$ cat src/pkg/t1_li_pkg.sv
package t1_li_pkg;

  // ------------------------------------------------------------
  // Register map and field layout
  // ------------------------------------------------------------
  localparam logic [7:0] LINE_INTERFACE_CONTROL_OFFSET = 8'h00;
  localparam logic [7:0] RECEIVE_INFO_2_OFFSET = 8'h04;
  localparam logic [7:0] MASK_OFFSET = 8'h08;
  localparam logic [7:0] STAT_OFFSET = 8'h0C;
  localparam int BO_LSB = 5;
  localparam int EGL_BIT = 4;
  localparam int JAS_BIT = 3;
  localparam int JA_DEPTH_SELECT_BIT = 2;
  localparam int DJA_BIT = 1;
  localparam int TPD_BIT = 0;
  localparam logic [7:0] LINE_INTERFACE_CONTROL_RESET = 8'h00;
  localparam int JA_LIMIT_TRIP_BIT = 2;
  localparam int CLOSS_BIT = 0;
  localparam logic [7:0] RECEIVE_INFO_2_RESET = 8'h00;
  localparam logic [7:0] MASK_RESET = 8'h00;

  // ------------------------------------------------------------
  // Jitter attenuator sizing and trip levels
  // ------------------------------------------------------------
  localparam int JA_DEEP = 128;
  localparam int JA_SHALLOW = 32;
  localparam logic [7:0] DEEP_HI = 8'h7C;
  localparam logic [7:0] DEEP_LO = 8'h04;
  localparam logic [7:0] SHALLOW_HI = 8'h1E;
  localparam logic [7:0] SHALLOW_LO = 8'h02;
  localparam logic [3:0] DIV_NORMAL = 4'h8;
  localparam logic [3:0] DIV_FAST = 4'h7;
  localparam logic [3:0] DIV_SLOW = 4'h9;

  // ------------------------------------------------------------
  // Recovery timing, counted in crystal edges
  // ------------------------------------------------------------
  localparam int PLL_MULT = 4;
  localparam int OVERSAMPLE = 32;
  localparam logic [3:0] EDGES_PER_BIT = 4'(OVERSAMPLE / PLL_MULT);
  localparam logic [7:0] CL_BITS = 8'hC0;
  localparam logic [6:0] ACLK_WINDOW = 7'h40;
  localparam logic [3:0] ACLK_MIN = 4'h4;

  // ------------------------------------------------------------
  // Types
  // ------------------------------------------------------------
  typedef enum logic [2:0] {
    BO_DSX_0_133 = 3'b000,
    BO_DSX_133_266 = 3'b001,
    BO_DSX_266_399 = 3'b010,
    BO_DSX_399_533 = 3'b011,
    BO_DSX_533_655 = 3'b100,
    BO_CSU_7P5 = 3'b101,
    BO_CSU_15 = 3'b110,
    BO_CSU_22P5 = 3'b111
  } build_out_t;

  typedef enum logic [1:0] {
    SRC_RECOVERED = 2'b00,
    SRC_JA = 2'b01,
    SRC_ALT = 2'b10
  } rclk_src_t;

endpackage : t1_li_pkg

$ cat src/hdl/ja_buffer.sv
`timescale 1ns/1ps
module ja_buffer
  import t1_li_pkg::*;
#(
  parameter int MAX_DEPTH = JA_DEEP
)(
  // Clock and reset
  input wire logic ref_clk,
  input wire logic rst_n,
  // Control
  input wire logic shallow,
  input wire logic flush,
  // Write side
  input wire logic wr_en,
  input wire logic wr_bit,
  // Read side
  input wire logic rd_en,
  output logic rd_bit,
  output logic [7:0] fill
);

  logic mem [MAX_DEPTH];
  logic [6:0] wr_ptr;
  logic [6:0] rd_ptr;
  logic [6:0] last;
  logic [7:0] depth;
  logic full;
  logic empty;

  // The active depth is either the deep or the shallow size.
  assign depth = shallow ? 8'(JA_SHALLOW) : 8'(JA_DEEP);
  assign last = 7'(depth - 8'h01);
  assign full = fill >= depth;
  assign empty = fill == 8'h00;

  // Bit storage.
  always_ff @(posedge ref_clk)
  begin
    if (wr_en && !full)
      mem[wr_ptr] <= wr_bit;
  end

  // Pointers and fill; a flush re-centres the buffer.
  always_ff @(posedge ref_clk or negedge rst_n)
  begin
    if (!rst_n)
    begin
      wr_ptr <= 7'h40;
      rd_ptr <= 7'h00;
      fill <= 8'h40;
      rd_bit <= 1'b0;
    end
    else if (flush)
    begin
      wr_ptr <= 7'(depth >> 1);
      rd_ptr <= 7'h00;
      fill <= depth >> 1;
    end
    else
    begin
      if (wr_en && !full)
        wr_ptr <= (wr_ptr >= last) ? 7'h00 : 7'(wr_ptr + 7'h01);
      if (rd_en && !empty)
      begin
        rd_bit <= mem[rd_ptr];
        rd_ptr <= (rd_ptr >= last) ? 7'h00 : 7'(rd_ptr + 7'h01);
      end
      if ((wr_en && !full) && !(rd_en && !empty))
        fill <= 8'(fill + 8'h01);
      else if (!(wr_en && !full) && (rd_en && !empty))
        fill <= 8'(fill - 8'h01);
    end
  end

endmodule : ja_buffer

$ cat src/hdl/t1_line_interface_jitter_ctrl.sv
`timescale 1ns/1ps
module t1_line_interface_jitter_ctrl
  import t1_li_pkg::*;
(
  // Clock and reset
  input wire logic ref_clk,
  input wire logic rst_n,
  // APB slave
  input wire logic psel,
  input wire logic penable,
  input wire logic pwrite,
  input wire logic [7:0] paddr,
  input wire logic [31:0] pwdata,
  output logic [31:0] prdata,
  output logic pready,
  output logic pslverr,
  // Line and clock pins
  input wire logic crystal_pin_a,
  input wire logic alternate_clock_in,
  input wire logic transmit_clock_in,
  input wire logic tx_data_in,
  input wire logic rx_line_pos,
  input wire logic rx_line_neg,
  output logic tx_line_pos,
  output logic tx_line_neg,
  output logic tx_line_oe,
  // Receive outputs
  output logic rx_clk_out,
  output logic rx_data_out,
  // Analog controls
  output logic [2:0] build_out_sel,
  output logic csu_shape,
  output logic eq_gain_limit,
  output logic xtal_load_add,
  // Interrupt
  output logic irq
);

  // ------------------------------------------------------------
  // Reset and pin synchronisers
  // ------------------------------------------------------------
  logic [1:0] rst_pipe;
  logic rst_sync_n;
  logic [5:0] pin_s1;
  logic [5:0] pin_s2;
  logic [5:0] pin_d;
  logic [5:0] pin_rise;
  logic [5:0] pin_fall;

  // Reset release passes two flip-flops.
  always_ff @(posedge ref_clk or negedge rst_n)
  begin
    if (!rst_n)
      rst_pipe <= 2'b00;
    else
      rst_pipe <= {rst_pipe[0], 1'b1};
  end
  assign rst_sync_n = rst_pipe[1];

  // All pins pass two flip-flops; a third stage gives edges.
  always_ff @(posedge ref_clk or negedge rst_sync_n)
  begin
    if (!rst_sync_n)
    begin
      pin_s1 <= 6'h00;
      pin_s2 <= 6'h00;
      pin_d <= 6'h00;
    end
    else
    begin
      pin_s1 <= {rx_line_neg, rx_line_pos, tx_data_in, transmit_clock_in,
                 alternate_clock_in, crystal_pin_a};
      pin_s2 <= pin_s1;
      pin_d <= pin_s2;
    end
  end
  assign pin_rise = pin_s2 & ~pin_d;
  assign pin_fall = ~pin_s2 & pin_d;

  logic xtal_edge;
  logic alt_rise;
  logic tx_rise;
  logic tx_bit;
  logic line_pulse;
  assign xtal_edge = pin_rise[0] | pin_fall[0];
  assign alt_rise = pin_rise[1];
  assign tx_rise = pin_rise[2];
  assign tx_bit = pin_s2[3];
  assign line_pulse = pin_rise[4] | pin_rise[5];

  // ------------------------------------------------------------
  // Registers
  // ------------------------------------------------------------
  logic [7:0] line_interface_control;
  logic [7:0] receive_info_2;
  logic [7:0] mask;
  logic [7:0] rd_snap;
  logic [7:0] rd_value;
  logic setup_phase;
  logic access_done;
  logic mapped;
  logic [7:0] set_events;
  logic carrier_loss;
  logic alt_present;
  logic [7:0] fill;

  function automatic logic is_mapped(input logic [7:0] a);
    is_mapped = (a == LINE_INTERFACE_CONTROL_OFFSET) || (a == RECEIVE_INFO_2_OFFSET) ||
                (a == MASK_OFFSET) || (a == STAT_OFFSET);
  endfunction : is_mapped

  assign setup_phase = psel && !penable;
  assign access_done = psel && penable;
  assign mapped = is_mapped(paddr);
  assign pready = access_done;
  assign pslverr = access_done && !mapped;

  // Control and mask registers written by software.
  always_ff @(posedge ref_clk or negedge rst_sync_n)
  begin
    if (!rst_sync_n)
    begin
      line_interface_control <= LINE_INTERFACE_CONTROL_RESET;
      mask <= MASK_RESET;
    end
    else if (access_done && pwrite)
    begin
      if (paddr == LINE_INTERFACE_CONTROL_OFFSET)
        line_interface_control <= pwdata[7:0];
      if (paddr == MASK_OFFSET)
        mask <= pwdata[7:0];
    end
  end

  // Value of the addressed register, as a read would return it.
  always_comb
  begin
    case (paddr)
      LINE_INTERFACE_CONTROL_OFFSET: rd_value = line_interface_control;
      RECEIVE_INFO_2_OFFSET: rd_value = receive_info_2;
      MASK_OFFSET: rd_value = mask;
      STAT_OFFSET: rd_value = {6'h00, alt_present, carrier_loss};
      default: rd_value = 8'h00;
    endcase
  end

  // Read data is captured in the setup cycle and held for access.
  always_ff @(posedge ref_clk or negedge rst_sync_n)
  begin
    if (!rst_sync_n)
      rd_snap <= 8'h00;
    else if (setup_phase && !pwrite)
      rd_snap <= rd_value;
  end

  // Bits 15:8 of a status read carry the buffer fill for software.
  always_ff @(posedge ref_clk or negedge rst_sync_n)
  begin
    if (!rst_sync_n)
      prdata <= 32'h0000_0000;
    else if (setup_phase && !pwrite)
      prdata <= {16'h0000, (paddr == STAT_OFFSET) ? fill : 8'h00, rd_value};
    else if (access_done)
      prdata <= 32'h0000_0000;
  end

  // Sticky events; a read clears the bits it returned, new events win.
  always_ff @(posedge ref_clk or negedge rst_sync_n)
  begin
    if (!rst_sync_n)
      receive_info_2 <= RECEIVE_INFO_2_RESET;
    else if (access_done && !pwrite && paddr == RECEIVE_INFO_2_OFFSET)
      receive_info_2 <= (receive_info_2 & ~rd_snap) | set_events;
    else
      receive_info_2 <= receive_info_2 | set_events;
  end

  assign irq = |(receive_info_2 & mask);

  // ------------------------------------------------------------
  // Control decode
  // ------------------------------------------------------------
  logic ja_off;
  logic ja_tx;
  logic ja_shallow;

  assign ja_off = line_interface_control[DJA_BIT];
  assign ja_tx = line_interface_control[JAS_BIT];
  assign ja_shallow = line_interface_control[JA_DEPTH_SELECT_BIT];

  // Build-out code and gain limit drive the analog front end.
  always_ff @(posedge ref_clk or negedge rst_sync_n)
  begin
    if (!rst_sync_n)
    begin
      build_out_sel <= 3'b000;
      csu_shape <= 1'b0;
      eq_gain_limit <= 1'b0;
    end
    else
    begin
      build_out_sel <= line_interface_control[BO_LSB +: 3];
      csu_shape <= build_out_t'(line_interface_control[BO_LSB +: 3]) > BO_DSX_533_655;
      eq_gain_limit <= line_interface_control[EGL_BIT];
    end
  end

  // ------------------------------------------------------------
  // Clock recovery and carrier loss
  // ------------------------------------------------------------
  logic [3:0] bit_phase;
  logic rec_clk;
  logic rec_bit;
  logic pulse_seen;
  logic rec_tick;
  logic [7:0] quiet_bits;

  // One bit is OVERSAMPLE / PLL_MULT, eight, crystal edges.
  assign rec_tick = xtal_edge && (bit_phase == EDGES_PER_BIT - 4'h1);
  assign rec_clk = bit_phase < (EDGES_PER_BIT >> 1);

  // A line pulse re-aligns the bit phase, which may cut a low short or stretch a high.
  always_ff @(posedge ref_clk or negedge rst_sync_n)
  begin
    if (!rst_sync_n)
    begin
      bit_phase <= 4'h0;
      pulse_seen <= 1'b0;
      rec_bit <= 1'b0;
    end
    else
    begin
      if (line_pulse)
        bit_phase <= 4'h0;
      else if (rec_tick)
        bit_phase <= 4'h0;
      else if (xtal_edge)
        bit_phase <= 4'(bit_phase + 4'h1);
      if (rec_tick)
      begin
        rec_bit <= pulse_seen | line_pulse;
        pulse_seen <= 1'b0;
      end
      else if (line_pulse)
        pulse_seen <= 1'b1;
    end
  end

  // Carrier is lost after a run of bit times without any pulse.
  always_ff @(posedge ref_clk or negedge rst_sync_n)
  begin
    if (!rst_sync_n)
    begin
      quiet_bits <= 8'h00;
      carrier_loss <= 1'b1;
    end
    else if (line_pulse)
    begin
      quiet_bits <= 8'h00;
      carrier_loss <= 1'b0;
    end
    else if (xtal_edge && bit_phase == EDGES_PER_BIT - 4'h1)
    begin
      if (quiet_bits >= CL_BITS - 8'h01)
        carrier_loss <= 1'b1;
      else
        quiet_bits <= 8'(quiet_bits + 8'h01);
    end
  end

  // ------------------------------------------------------------
  // Alternate clock detection
  // ------------------------------------------------------------
  logic [6:0] win_count;
  logic [3:0] alt_edges;

  // Rising edges are counted over a fixed window of crystal edges.
  always_ff @(posedge ref_clk or negedge rst_sync_n)
  begin
    if (!rst_sync_n)
    begin
      win_count <= 7'h00;
      alt_edges <= 4'h0;
      alt_present <= 1'b0;
    end
    else
    begin
      if (xtal_edge && win_count == ACLK_WINDOW - 7'h01)
      begin
        win_count <= 7'h00;
        alt_present <= alt_edges >= ACLK_MIN;
        alt_edges <= 4'h0;
      end
      else
      begin
        if (xtal_edge)
          win_count <= 7'(win_count + 7'h01);
        if (alt_rise && alt_edges != 4'hF)
          alt_edges <= 4'(alt_edges + 4'h1);
      end
    end
  end

  // ------------------------------------------------------------
  // Attenuator clock divider and buffer
  // ------------------------------------------------------------
  logic [3:0] div_count;
  logic [3:0] div_ratio;
  logic ja_clk;
  logic ja_rd;
  logic ja_wr;
  logic ja_wr_bit;
  logic ja_out_bit;
  logic ja_flush;
  logic centred_only;
  logic [7:0] hi_trip;
  logic [7:0] lo_trip;
  logic [7:0] centre;

  assign hi_trip = ja_shallow ? SHALLOW_HI : DEEP_HI;
  assign lo_trip = ja_shallow ? SHALLOW_LO : DEEP_LO;
  assign centre = ja_shallow ? 8'(JA_SHALLOW / 2) : 8'(JA_DEEP / 2);
  // Receive path, carrier lost, no alternate: plain crystal by four.
  assign centred_only = carrier_loss && !alt_present && !ja_tx;
  assign ja_rd = xtal_edge && (div_count == div_ratio - 4'h1);
  assign ja_clk = div_count < (DIV_NORMAL >> 1);

  // Ratio picks 3.5 or 4.5 near the buffer limits, else 4.
  always_comb
  begin
    if (centred_only || ja_off)
      div_ratio = DIV_NORMAL;
    else if (fill >= hi_trip)
      div_ratio = DIV_FAST;
    else if (fill <= lo_trip)
      div_ratio = DIV_SLOW;
    else
      div_ratio = DIV_NORMAL;
  end

  // Divider counts crystal edges; a period ends on the ratio.
  always_ff @(posedge ref_clk or negedge rst_sync_n)
  begin
    if (!rst_sync_n)
      div_count <= 4'h0;
    else if (ja_rd)
      div_count <= 4'h0;
    else if (xtal_edge)
      div_count <= 4'(div_count + 4'h1);
  end

  // Crystal pull keeps the long-term read rate on the line rate.
  always_ff @(posedge ref_clk or negedge rst_sync_n)
  begin
    if (!rst_sync_n)
      xtal_load_add <= 1'b0;
    else
      xtal_load_add <= !ja_off && (fill < centre);
  end

  // Events for the sticky status register.
  logic loss_d;
  always_ff @(posedge ref_clk or negedge rst_sync_n)
  begin
    if (!rst_sync_n)
      loss_d <= 1'b1;
    else
      loss_d <= carrier_loss;
  end
  always_comb
  begin
    set_events = 8'h00;
    set_events[JA_LIMIT_TRIP_BIT] = ja_rd && (div_ratio != DIV_NORMAL);
    set_events[CLOSS_BIT] = carrier_loss && !loss_d;
  end

  // Write side follows the path the attenuator sits in.
  always_comb
  begin
    if (ja_tx)
    begin
      ja_wr = tx_rise;
      ja_wr_bit = tx_bit;
    end
    else if (carrier_loss)
    begin
      ja_wr = alt_present && alt_rise;
      ja_wr_bit = 1'b1;
    end
    else
    begin
      ja_wr = rec_tick;
      ja_wr_bit = rec_bit;
    end
  end

  // Re-centre on disable, depth change or path change.
  logic [1:0] cfg_d;
  always_ff @(posedge ref_clk or negedge rst_sync_n)
  begin
    if (!rst_sync_n)
      cfg_d <= 2'b00;
    else
      cfg_d <= {ja_shallow, ja_tx};
  end
  assign ja_flush = ja_off || (cfg_d != {ja_shallow, ja_tx});

  ja_buffer #(
    .MAX_DEPTH(JA_DEEP)
  ) u_ja_buffer (
    .ref_clk(ref_clk),
    .rst_n(rst_sync_n),
    .shallow(ja_shallow),
    .flush(ja_flush),
    .wr_en(ja_wr && !ja_off),
    .wr_bit(ja_wr_bit),
    .rd_en(ja_rd && !ja_off && !centred_only),
    .rd_bit(ja_out_bit),
    .fill(fill)
  );

  // ------------------------------------------------------------
  // Receive clock source
  // ------------------------------------------------------------
  rclk_src_t rx_src;

  // Source table for normal operation and carrier loss.
  always_comb
  begin
    if (!carrier_loss)
      rx_src = (!ja_off && !ja_tx) ? SRC_JA : SRC_RECOVERED;
    else if (alt_present)
      rx_src = (!ja_off && !ja_tx) ? SRC_JA : SRC_ALT;
    else
      rx_src = ja_off ? SRC_JA : SRC_JA;
  end

  // Receive clock and data leave from flip-flops.
  always_ff @(posedge ref_clk or negedge rst_sync_n)
  begin
    if (!rst_sync_n)
    begin
      rx_clk_out <= 1'b0;
      rx_data_out <= 1'b0;
    end
    else
    begin
      case (rx_src)
        SRC_JA:
        begin
          rx_clk_out <= ja_clk;
          rx_data_out <= centred_only ? 1'b1 : ja_out_bit;
        end
        SRC_ALT:
        begin
          rx_clk_out <= pin_s2[1];
          rx_data_out <= 1'b1;
        end
        SRC_RECOVERED:
        begin
          rx_clk_out <= rec_clk;
          rx_data_out <= rec_bit;
        end
        default:
        begin
          rx_clk_out <= 1'b0;
          rx_data_out <= 1'b0;
        end
      endcase
    end
  end

  // ------------------------------------------------------------
  // Transmit driver
  // ------------------------------------------------------------
  logic tx_use_ja;
  logic tx_clk_sel;
  logic tx_strobe;
  logic tx_mark;
  logic tx_polarity;

  assign tx_use_ja = ja_tx && !ja_off;
  assign tx_clk_sel = tx_use_ja ? ja_clk : pin_s2[2];
  assign tx_strobe = tx_use_ja ? ja_rd : tx_rise;

  // Marks alternate polarity and drive for the high clock phase.
  always_ff @(posedge ref_clk or negedge rst_sync_n)
  begin
    if (!rst_sync_n)
    begin
      tx_mark <= 1'b0;
      tx_polarity <= 1'b0;
    end
    else if (tx_strobe)
    begin
      tx_mark <= tx_use_ja ? ja_out_bit : tx_bit;
      if (tx_use_ja ? ja_out_bit : tx_bit)
        tx_polarity <= !tx_polarity;
    end
  end

  // Power-down floats both line outputs and silences them.
  always_ff @(posedge ref_clk or negedge rst_sync_n)
  begin
    if (!rst_sync_n)
    begin
      tx_line_pos <= 1'b0;
      tx_line_neg <= 1'b0;
      tx_line_oe <= 1'b0;
    end
    else
    begin
      tx_line_oe <= !line_interface_control[TPD_BIT];
      tx_line_pos <= !line_interface_control[TPD_BIT] && tx_mark && tx_polarity && tx_clk_sel;
      tx_line_neg <= !line_interface_control[TPD_BIT] && tx_mark && !tx_polarity && tx_clk_sel;
    end
  end

endmodule : t1_line_interface_jitter_ctrl

$ cat config.mk
export PLATFORM = sky130hd
export DESIGN_NAME = t1_line_interface_jitter_ctrl
export DESIGN_NICKNAME = d
export VERILOG_FILES = /design/src/pkg/t1_li_pkg.sv /design/src/hdl/ja_buffer.sv /design/src/hdl/t1_line_interface_jitter_ctrl.sv
export SDC_FILE = /design/constraint.sdc
export NUM_CORES = 1
export LEC_CHECK = 0
export ABC_CLOCK_PERIOD_IN_PS = 5700
export BUFFER_PORTS_ARGS = -buffer_cell sky130_fd_sc_hd__buf_2
export CORE_MARGIN = 4
export CORE_UTILIZATION = 60
export DETAILED_ROUTE_END_ITERATION = 7
export GPL_TIMING_DRIVEN = 1
export PLACE_DENSITY = 0.8
export RECOVER_POWER = 50
export SLEW_MARGIN = 20
export SYNTH_ARGS = -nofsm -noshare
export SYNTH_HDL_FRONTEND = slang
export SYNTH_SLANG_ARGS = --single-unit
$ cat constraint.sdc
create_clock -name ref_clk -period 5.7 [get_ports ref_clk]
set_input_delay 0.57 -clock ref_clk [delete_from_list [all_inputs] [get_ports ref_clk]]
set_output_delay 0.57 -clock ref_clk [all_outputs]
set_load 0.01 [all_outputs]
==> results.md, run 1 <==
* Outcome: finished with violations
* Failing checks: max-capacitance violations, max-slew violations
* Area after DPL at 12,600 um2
* Row cnt at 51
* Syn. warnings at 0
* Max-Cap Viols at 5
* Final instance area at 13,400 um2
* Synth Area in Adders at 0.0283
* CTS sink count at 265
* Post-synthesis compound-gate area fraction at 0.0838
* Final-report hold violation count at 0
* Slowest cell on the critical path: nor4_1
* Routed WL per cell at 18.3 um
* Final antenna-violating net count at 0
* ANT cells at 0
* Via count at 8,037
* CP required at 6.15 ns
* Slew HR at -0.373
* Vias in the first global route at 7,823
* Period utilization at 0.886
* Clock Pin Slew Worst Setup and Hold Paths at 0.06 ns
* Asr flop ratio synth at 0.517
* Layout cell share with drive strength beyond 1 at 0.133
* Syn Std Cell Area at 12,200 um2
* Placed cell count at 1,297
* Sequential share of the synthesized area at 0.597
* Most used DFF post-synth: dfrtp_1
* Initial Util at 0.618
* # setup viols final at 0
* Initial DRC Count at 770
* Io pins at 97
* Worst-path cell chain: inv_1 > ha_1 > nand2b_1 > a2111oi_4 > a211oi_4 > nor2_1 > inv_1 > ha_1 > xnor2_1 > nor4_1 > nand2_1 > o21ai_4 > buf_4 > inv_2 > fa_1 > nor2b_1 > nor3_1 > o21bai_1 > a21oi_1 > xnor2_1 > o21ai_1 > a31oi_1
* GPL Wtd Cong at 0.862
* Num CTS Buffers at 27
* P&R area growth vs syn at 9.97%
* Pwr dens at 369 nW/um2
* DPL Wire Length at 15,500 um
* Worst Setup End Kind: register
* Tot Pwr at 4940 uW
* Setup bufs post-CTS at 0
* Vias/cell at 5.96
* Number of flops mapped to enable cells by yosys at 128
* Skew-Pair Late Insertion Delay at 0.53 ns
* Worst-Margin Slew at 2.06 ns
* Initial antenna violation count at 0
* 1st-pass router iterations at 5
* Total congestion overflow at 0
* CORE AREA at 19,700 um2
* Skew final at 0.0128 ns
* Mean Syn Cell Area at 12.1 um2
* Worst-path fanout max at 10
* Largest net degree at the start of global routing at 129
* Leak Pwr at 0.00515 uW
* CP bufs+invs at 4
* Cts hold-fix bufs at 1
* Crit start category: register
* Global-route wire length before repair at 40,500 um
* RSZ-0062 raised after global routing: false
* Total GRT Usage at 0.224
* CTS resizes at 0
* DRC Markers at 0
* Hold WC Path Type: primary input to register
* CTS Root Cell: clkbuf_16
* Multiplexer area fraction after synthesis at 0.0847
* Die footprint at 22,700 um2
* Worst path max stage delay at 0.57 ns
* Nets at 1,140
* Critical path class: register to register
* Max VDD drop at 0.254 mV
* Final Slew Violations at 286
* Dominant combinational cell family by area after synthesis: simple AND/OR/NAND/NOR gates
* Post-layout min period at 5.05 ns
* Total wire length at 24,700 um
* IO buf count at 56
* Yosys cell types at 78
* Flops & latches, synth at 265
* TNS Setup at 0 ns
* Fin cells at 1,348
* Chip width at 151 um
* Simple-Gate Fraction of Synth Area at 0.152
* Synth Instances at 1,011
* Top cell family by delay on the critical path: simple AND/OR/NAND/NOR gates
* Max H-tree Level at 1
* Critical Path AT at 5.50 ns
* Post-Synth XOR/XNOR Area at 0.0222
* Fmax at 198 MHz
* CTS tree: done
* CTS Buffer Depth at 3
* Hold WS at 0.151 ns
* Die Y at 151 um
==> layout by cell type (no fill, tap or decap), types with 4 or more instances in the layout <==
cell / netlist / routed
nor2_1: 176 / 176
dfrtp_1: 133 / 131
edfxtp_1: 128 / 128
nand2_1: 108 / 108
clkbuf_1: 29 / 41
o21ai_0: 30 / 30
mux4_2: 29 / 29
clkbuf_16: 0 / 27
ha_1: 26 / 26
nand3_1: 25 / 25
buf_2: 11 / 25
mux2_2: 23 / 23
a21oi_1: 23 / 22
inv_1: 19 / 19
conb_1: 2 / 17
xnor2_1: 15 / 15
nor3_1: 15 / 15
nor2b_1: 14 / 14
xor2_1: 14 / 14
a22o_1: 13 / 13
mux2i_1: 12 / 12
a22oi_1: 11 / 11
nand2b_1: 8 / 8
a31oi_1: 8 / 8
or3_1: 7 / 7
nand4_1: 7 / 7
a21boi_0: 6 / 6
clkinv_2: 0 / 6
o21bai_1: 5 / 5
o22ai_1: 5 / 5
nor4_1: 4 / 5
a211oi_1: 5 / 5
and2_1: 6 / 5
nor4b_1: 3 / 4
clkbuf_8: 0 / 4
buf_4: 19 / 4
==> cells in the mapped netlist (11+ instances only) <==
master,instances,share of area
a21oi_1,23,0.0094
a22o_1,13,0.0093
a22oi_1,11,0.0068
buf_2,11,0.0045
buf_4,19,0.012
clkbuf_1,29,0.0089
dfrtp_1,133,0.27
edfxtp_1,128,0.32
ha_1,26,0.027
inv_1,19,0.0058
mux2_2,23,0.021
mux2i_1,12,0.0099
mux4_2,29,0.054
nand2_1,108,0.033
nand3_1,25,0.010
nor2_1,176,0.054
nor2b_1,14,0.0072
nor3_1,15,0.0062
o21ai_0,30,0.012
xnor2_1,15,0.011
xor2_1,14,0.010
==> layer usage <==
metal,vias to the layer above,wire [um],GRT usage
li1,3717,-,-
met1,4000,10300,0.311
met2,277,12000,0.367
met3,43,1860,0.0476
met4,0,559,0.0549
met5,-,0,0
==> worst reg2reg max path: cells and delay by family, from the launching register on <==
family	cells	cell delay, ns
compound gates	7	1.35
fa+ha+maj	3	1.02
flops	1	0.42
xor+xnor	2	0.28
buf+inv	4	0.50
simple gates	6	1.43
==> path summary, 6_finish.rpt <==
kind                                          to  depth (start not counted)                 from  slack, ns
setup / recovery             u_ja_buffer.fill[6]                         22  u_ja_buffer.fill[1]       0.65
hold / removal                         pin_s1[1]                          1   alternate_clock_in       0.15
setup reg to reg             u_ja_buffer.fill[6]                         22  u_ja_buffer.fill[1]       0.65
hold reg to reg                        pin_s2[2]                          0            pin_s1[2]       0.35
max in group asynchronous  u_ja_buffer.rd_ptr[1]                          1          rst_pipe[1]       1.80
min in group asynchronous            rst_pipe[0]                          2                rst_n       0.36
==> metrics by stage <==
step / setup WS, ns / util
final: 0.651 / 0.680
after floorplan: 0.503 / -
after global placement: 0.887 / 0.641
after detailed placement: 0.696 / 0.641
after global routing: 0.192 / 0.680
after CTS: 0.655 / 0.684
==> sequential cells by signal (all words and copies together) (netlist names), 8 cells and up <==
name	count
line_interface_control	8
mask	8
prdata	16
quiet_bits	8
rd_snap	8
receive_info_2	8
u_ja_buffer.fill	8
u_ja_buffer.mem	128
==> cell families (layout without fill, tap and decap cells) <==
group | count (synthesis) | after routing
XOR/XNOR | 30 | 30
buffers and inverters | 79 | 136
multiplexers | 64 | 64
adder cells (fa/ha/maj) | 27 | 27
flip-flops | 265 | 265
AND/OR/NAND/NOR | 400 | 400
other | 2 | 17
AO/OA/AOI/OAI | 144 | 144
==> power breakdown <==
part           internal [uW]  leakage [uW]  switching, uW
clock network            938      0.000413            699
registers               2130       0.00286            194
logic                    442       0.00188            534
total                   3510       0.00515           1430
==> layout make-up <==
type                            count  area [um2]
Sequential cell                   265        7280
Fill cell                        1407        6310
Multi-Input combinational cell    682        4590
Clock buffer                       40         772
Tap cell                          265         332
Timing Repair Buffer               66         303
Inverter                           20        75.1
Clock inverter                     10        58.8
(Power assumes the default switching activity.)
==> run 2: changes to the inputs <==
Settings changed: ABC_CLOCK_PERIOD_IN_PS 5700 to 5000.
Clock period 5.7 ns to 5 ns, I/O delays scaled along.
==> run 2 against run 1 <==
Net effect:
- the run still ends with max-capacitance violations, max-slew violations left
- non-clock buffer count rose by 3
- power increased by 17%
- count of clock-buffer cells in the layout increased by 5
- cell area grew 0.72%
- hold slack got worse by 0.065 ns
- wire length rose by 4.2%
- setup slack got worse by 0.23 ns
- register-to-register slack lost 0.23 ns
- die area did not move
- critical endpoint is now u_ja_buffer.fill[7]
- highest routed layer unchanged
==> results.md, run 2 (synthesis results as in run 1) <==
* Outcome: finished with violations
* Failing checks: max-capacitance violations, max-slew violations
* Vias/cell at 6.01
* Final instance area at 13,500 um2
* Most common cell after layout, fill and taps aside: nor2_1
* Final Slew Violations at 233
* Final worst setup slack at 0.419 ns
* RR Endpoint: u_ja_buffer.fill[7]
* DRC Markers at 0
* Register-to-register setup slack at 0.42 ns
* Fillers at 1,358
* Total congestion overflow at 0
* Worst path max stage delay at 0.45 ns
* Tot Pwr at 5780 uW
* CP required at 5.46 ns
* IO buf count at 56
* RSZ-0062 raised after global routing: false
* Max H-tree Level at 1
* Hold WC Path Type: primary input to register
* Critical path class: register to register
* Initial DRC Count at 652
* Fmax at 218 MHz
* Max VDD drop at 0.293 mV
* Slowest cell on the critical path: dfrtp_1
* Regs by FF count: u_ja_buffer.mem (128), prdata (16)
* Global-route wire length before repair at 41,100 um
* Chip width at 151 um
* Worst-path cell chain: buf_4 > ha_1 > inv_1 > a2111oi_4 > a211oi_4 > nor2_1 > inv_1 > ha_1 > xnor2_1 > nor4_2 > nand2_1 > o21ai_4 > buf_4 > ha_1 > a21oi_1 > o21ai_0 > o41ai_1 > mux2i_1 > mux2i_1
* P&R area growth vs syn at 10.8%
* 1st-pass router iterations at 5
* CTS tree: done
* Total wire length at 25,700 um
* Largest net degree at the start of global routing at 129
* Leak Pwr at 0.00519 uW
* Clock Pin Slew Worst Setup and Hold Paths at 0.06 ns
* Critical path startpoint: line_interface_control[2]
* Initial antenna violation count at 0
* DPL Wire Length at 16,100 um
* Crit path top cell by count: ha_1
* Die footprint at 22,700 um2
* Vias in the first global route at 8,033
* Io pins at 97
* Nets at 1,143
* # setup viols final at 0
* Pwr dens at 428 nW/um2
* Row cnt at 51
* TNS Setup at 0 ns
* Die Y at 151 um
* Most frequent cells in the layout: 176 x nor2_1, 131 x dfrtp_1, 128 x edfxtp_1
* Skew final at 0.0234 ns
* Fin cells at 1,350
* Final antenna-violating net count at 0
* GPL Wtd Cong at 0.854
* Initial Util at 0.618
* Num CTS Buffers at 27
* CTS sink count at 265
* Placed cell count at 1,298
* Critical Path AT at 5.04 ns
* ANT cells at 0
* Slew HR at -0.443
* CORE AREA at 19,700 um2
* Crit start category: register
* Area after DPL at 12,600 um2
* Via count at 8,110
* Worst-Margin Slew at 2.16 ns
* Max reg flops at 128
* Reg with most FFs: u_ja_buffer.mem
* Period utilization at 0.916
* Worst R2R Start: line_interface_control[2]
* Max-Cap Viols at 4
* Routed WL per cell at 19.0 um
* Worst Setup EP: u_ja_buffer.fill[7]
* Total GRT Usage at 0.229
* Worst Setup End Kind: register
* Worst slack at placement at 0.132 ns
* Worst-path fanout max at 12
* Post-layout min period at 4.58 ns
* Final-report hold violation count at 0
* Skew-Pair Late Insertion Delay at 0.54 ns
* Worst reg2reg path depth at 19
* CTS Buffer Depth at 3
* Layout cell share with drive strength beyond 1 at 0.136
* CTS Root Cell: clkbuf_16
-- run 2: worst min path at each step --
| stage | from | depth (start not counted) | slack (ns) | endpoint |
|---|---|---|---|---|
| 6_report | crystal_pin_a | 1 | 0.09 | pin_s1[0] |
| 5_1_grt | crystal_pin_a | 1 | 0.06 | pin_s1[0] |
| 4_1_cts | crystal_pin_a | 1 | 0.07 | pin_s1[0] |
| 3_5_place_dp | rst_pipe[1] | 0 | 0.29 | pin_s1[4] |
| 2_1_floorplan | rst_n | 0 | 0.20 | rst_pipe[0] |
| 3_3_place_gp | rst_n | 1 | 0.29 | rst_pipe[0] |
-- run 2: final cells by class --
type | count | area [um2] | share of cell area
tap | 265 | 332 | 0.0246
sequential | 265 | 7280 | 0.539
multi-input combinational | 682 | 4610 | 0.341
timing repair buffer | 69 | 320 | 0.0237
inverter | 20 | 75.1 | 0.00556
clock buffer | 45 | 843 | 0.0624
clock inverter | 4 | 48.8 | 0.00361
-- run 2: routing by layer --
layer | track usage | share of wire | vias to the layer above
li1 | - | - | 3723
met1 | 0.309 | 0.41 | 4017
met2 | 0.385 | 0.50 | 323
met3 | 0.0397 | 0.072 | 47
met4 | 0.0682 | 0.021 | 0
met5 | 0 | 0 | -
-- run 2: what timing repair did --
| item | in CTS | in global routing |
|---|---|---|
| gates resized for setup | 0 | 1 |
| setup buffers | 0 | 1 |
| setup endpoints to repair | 0 | 4 |
| hold endpoints to repair | 2 | 0 |
| hold buffers | 1 | 0 |
-- run 2: worst max-delay path, delay by kind of cell, from the launching register on --
family / cells / cell delay (ns)
muxes: 2 / 0.49
xor gates and xnor gates: 1 / 0.14
and+or+nand+nor: 3 / 0.69
AOI/OAI and AO/OA: 6 / 1.26
buffers and inverters: 4 / 0.58
adders and majority gates: 3 / 0.91
DFF: 1 / 0.45
-- run 2: per-stage QoR --
step	util	hold slack [ns]
2_1_floorplan	-	0.204
3_3_place_gp	0.641	0.286
3_5_place_dp	0.641	0.287
4_1_cts	0.687	0.0718
5_1_grt	0.685	0.0633
6_report	0.685	0.0858
-- run 2: power breakdown --
group          total, uW  switching [uW]  internal, uW
clock network       1990             799          1190
registers           2690             255          2430
logic               1100             585           516
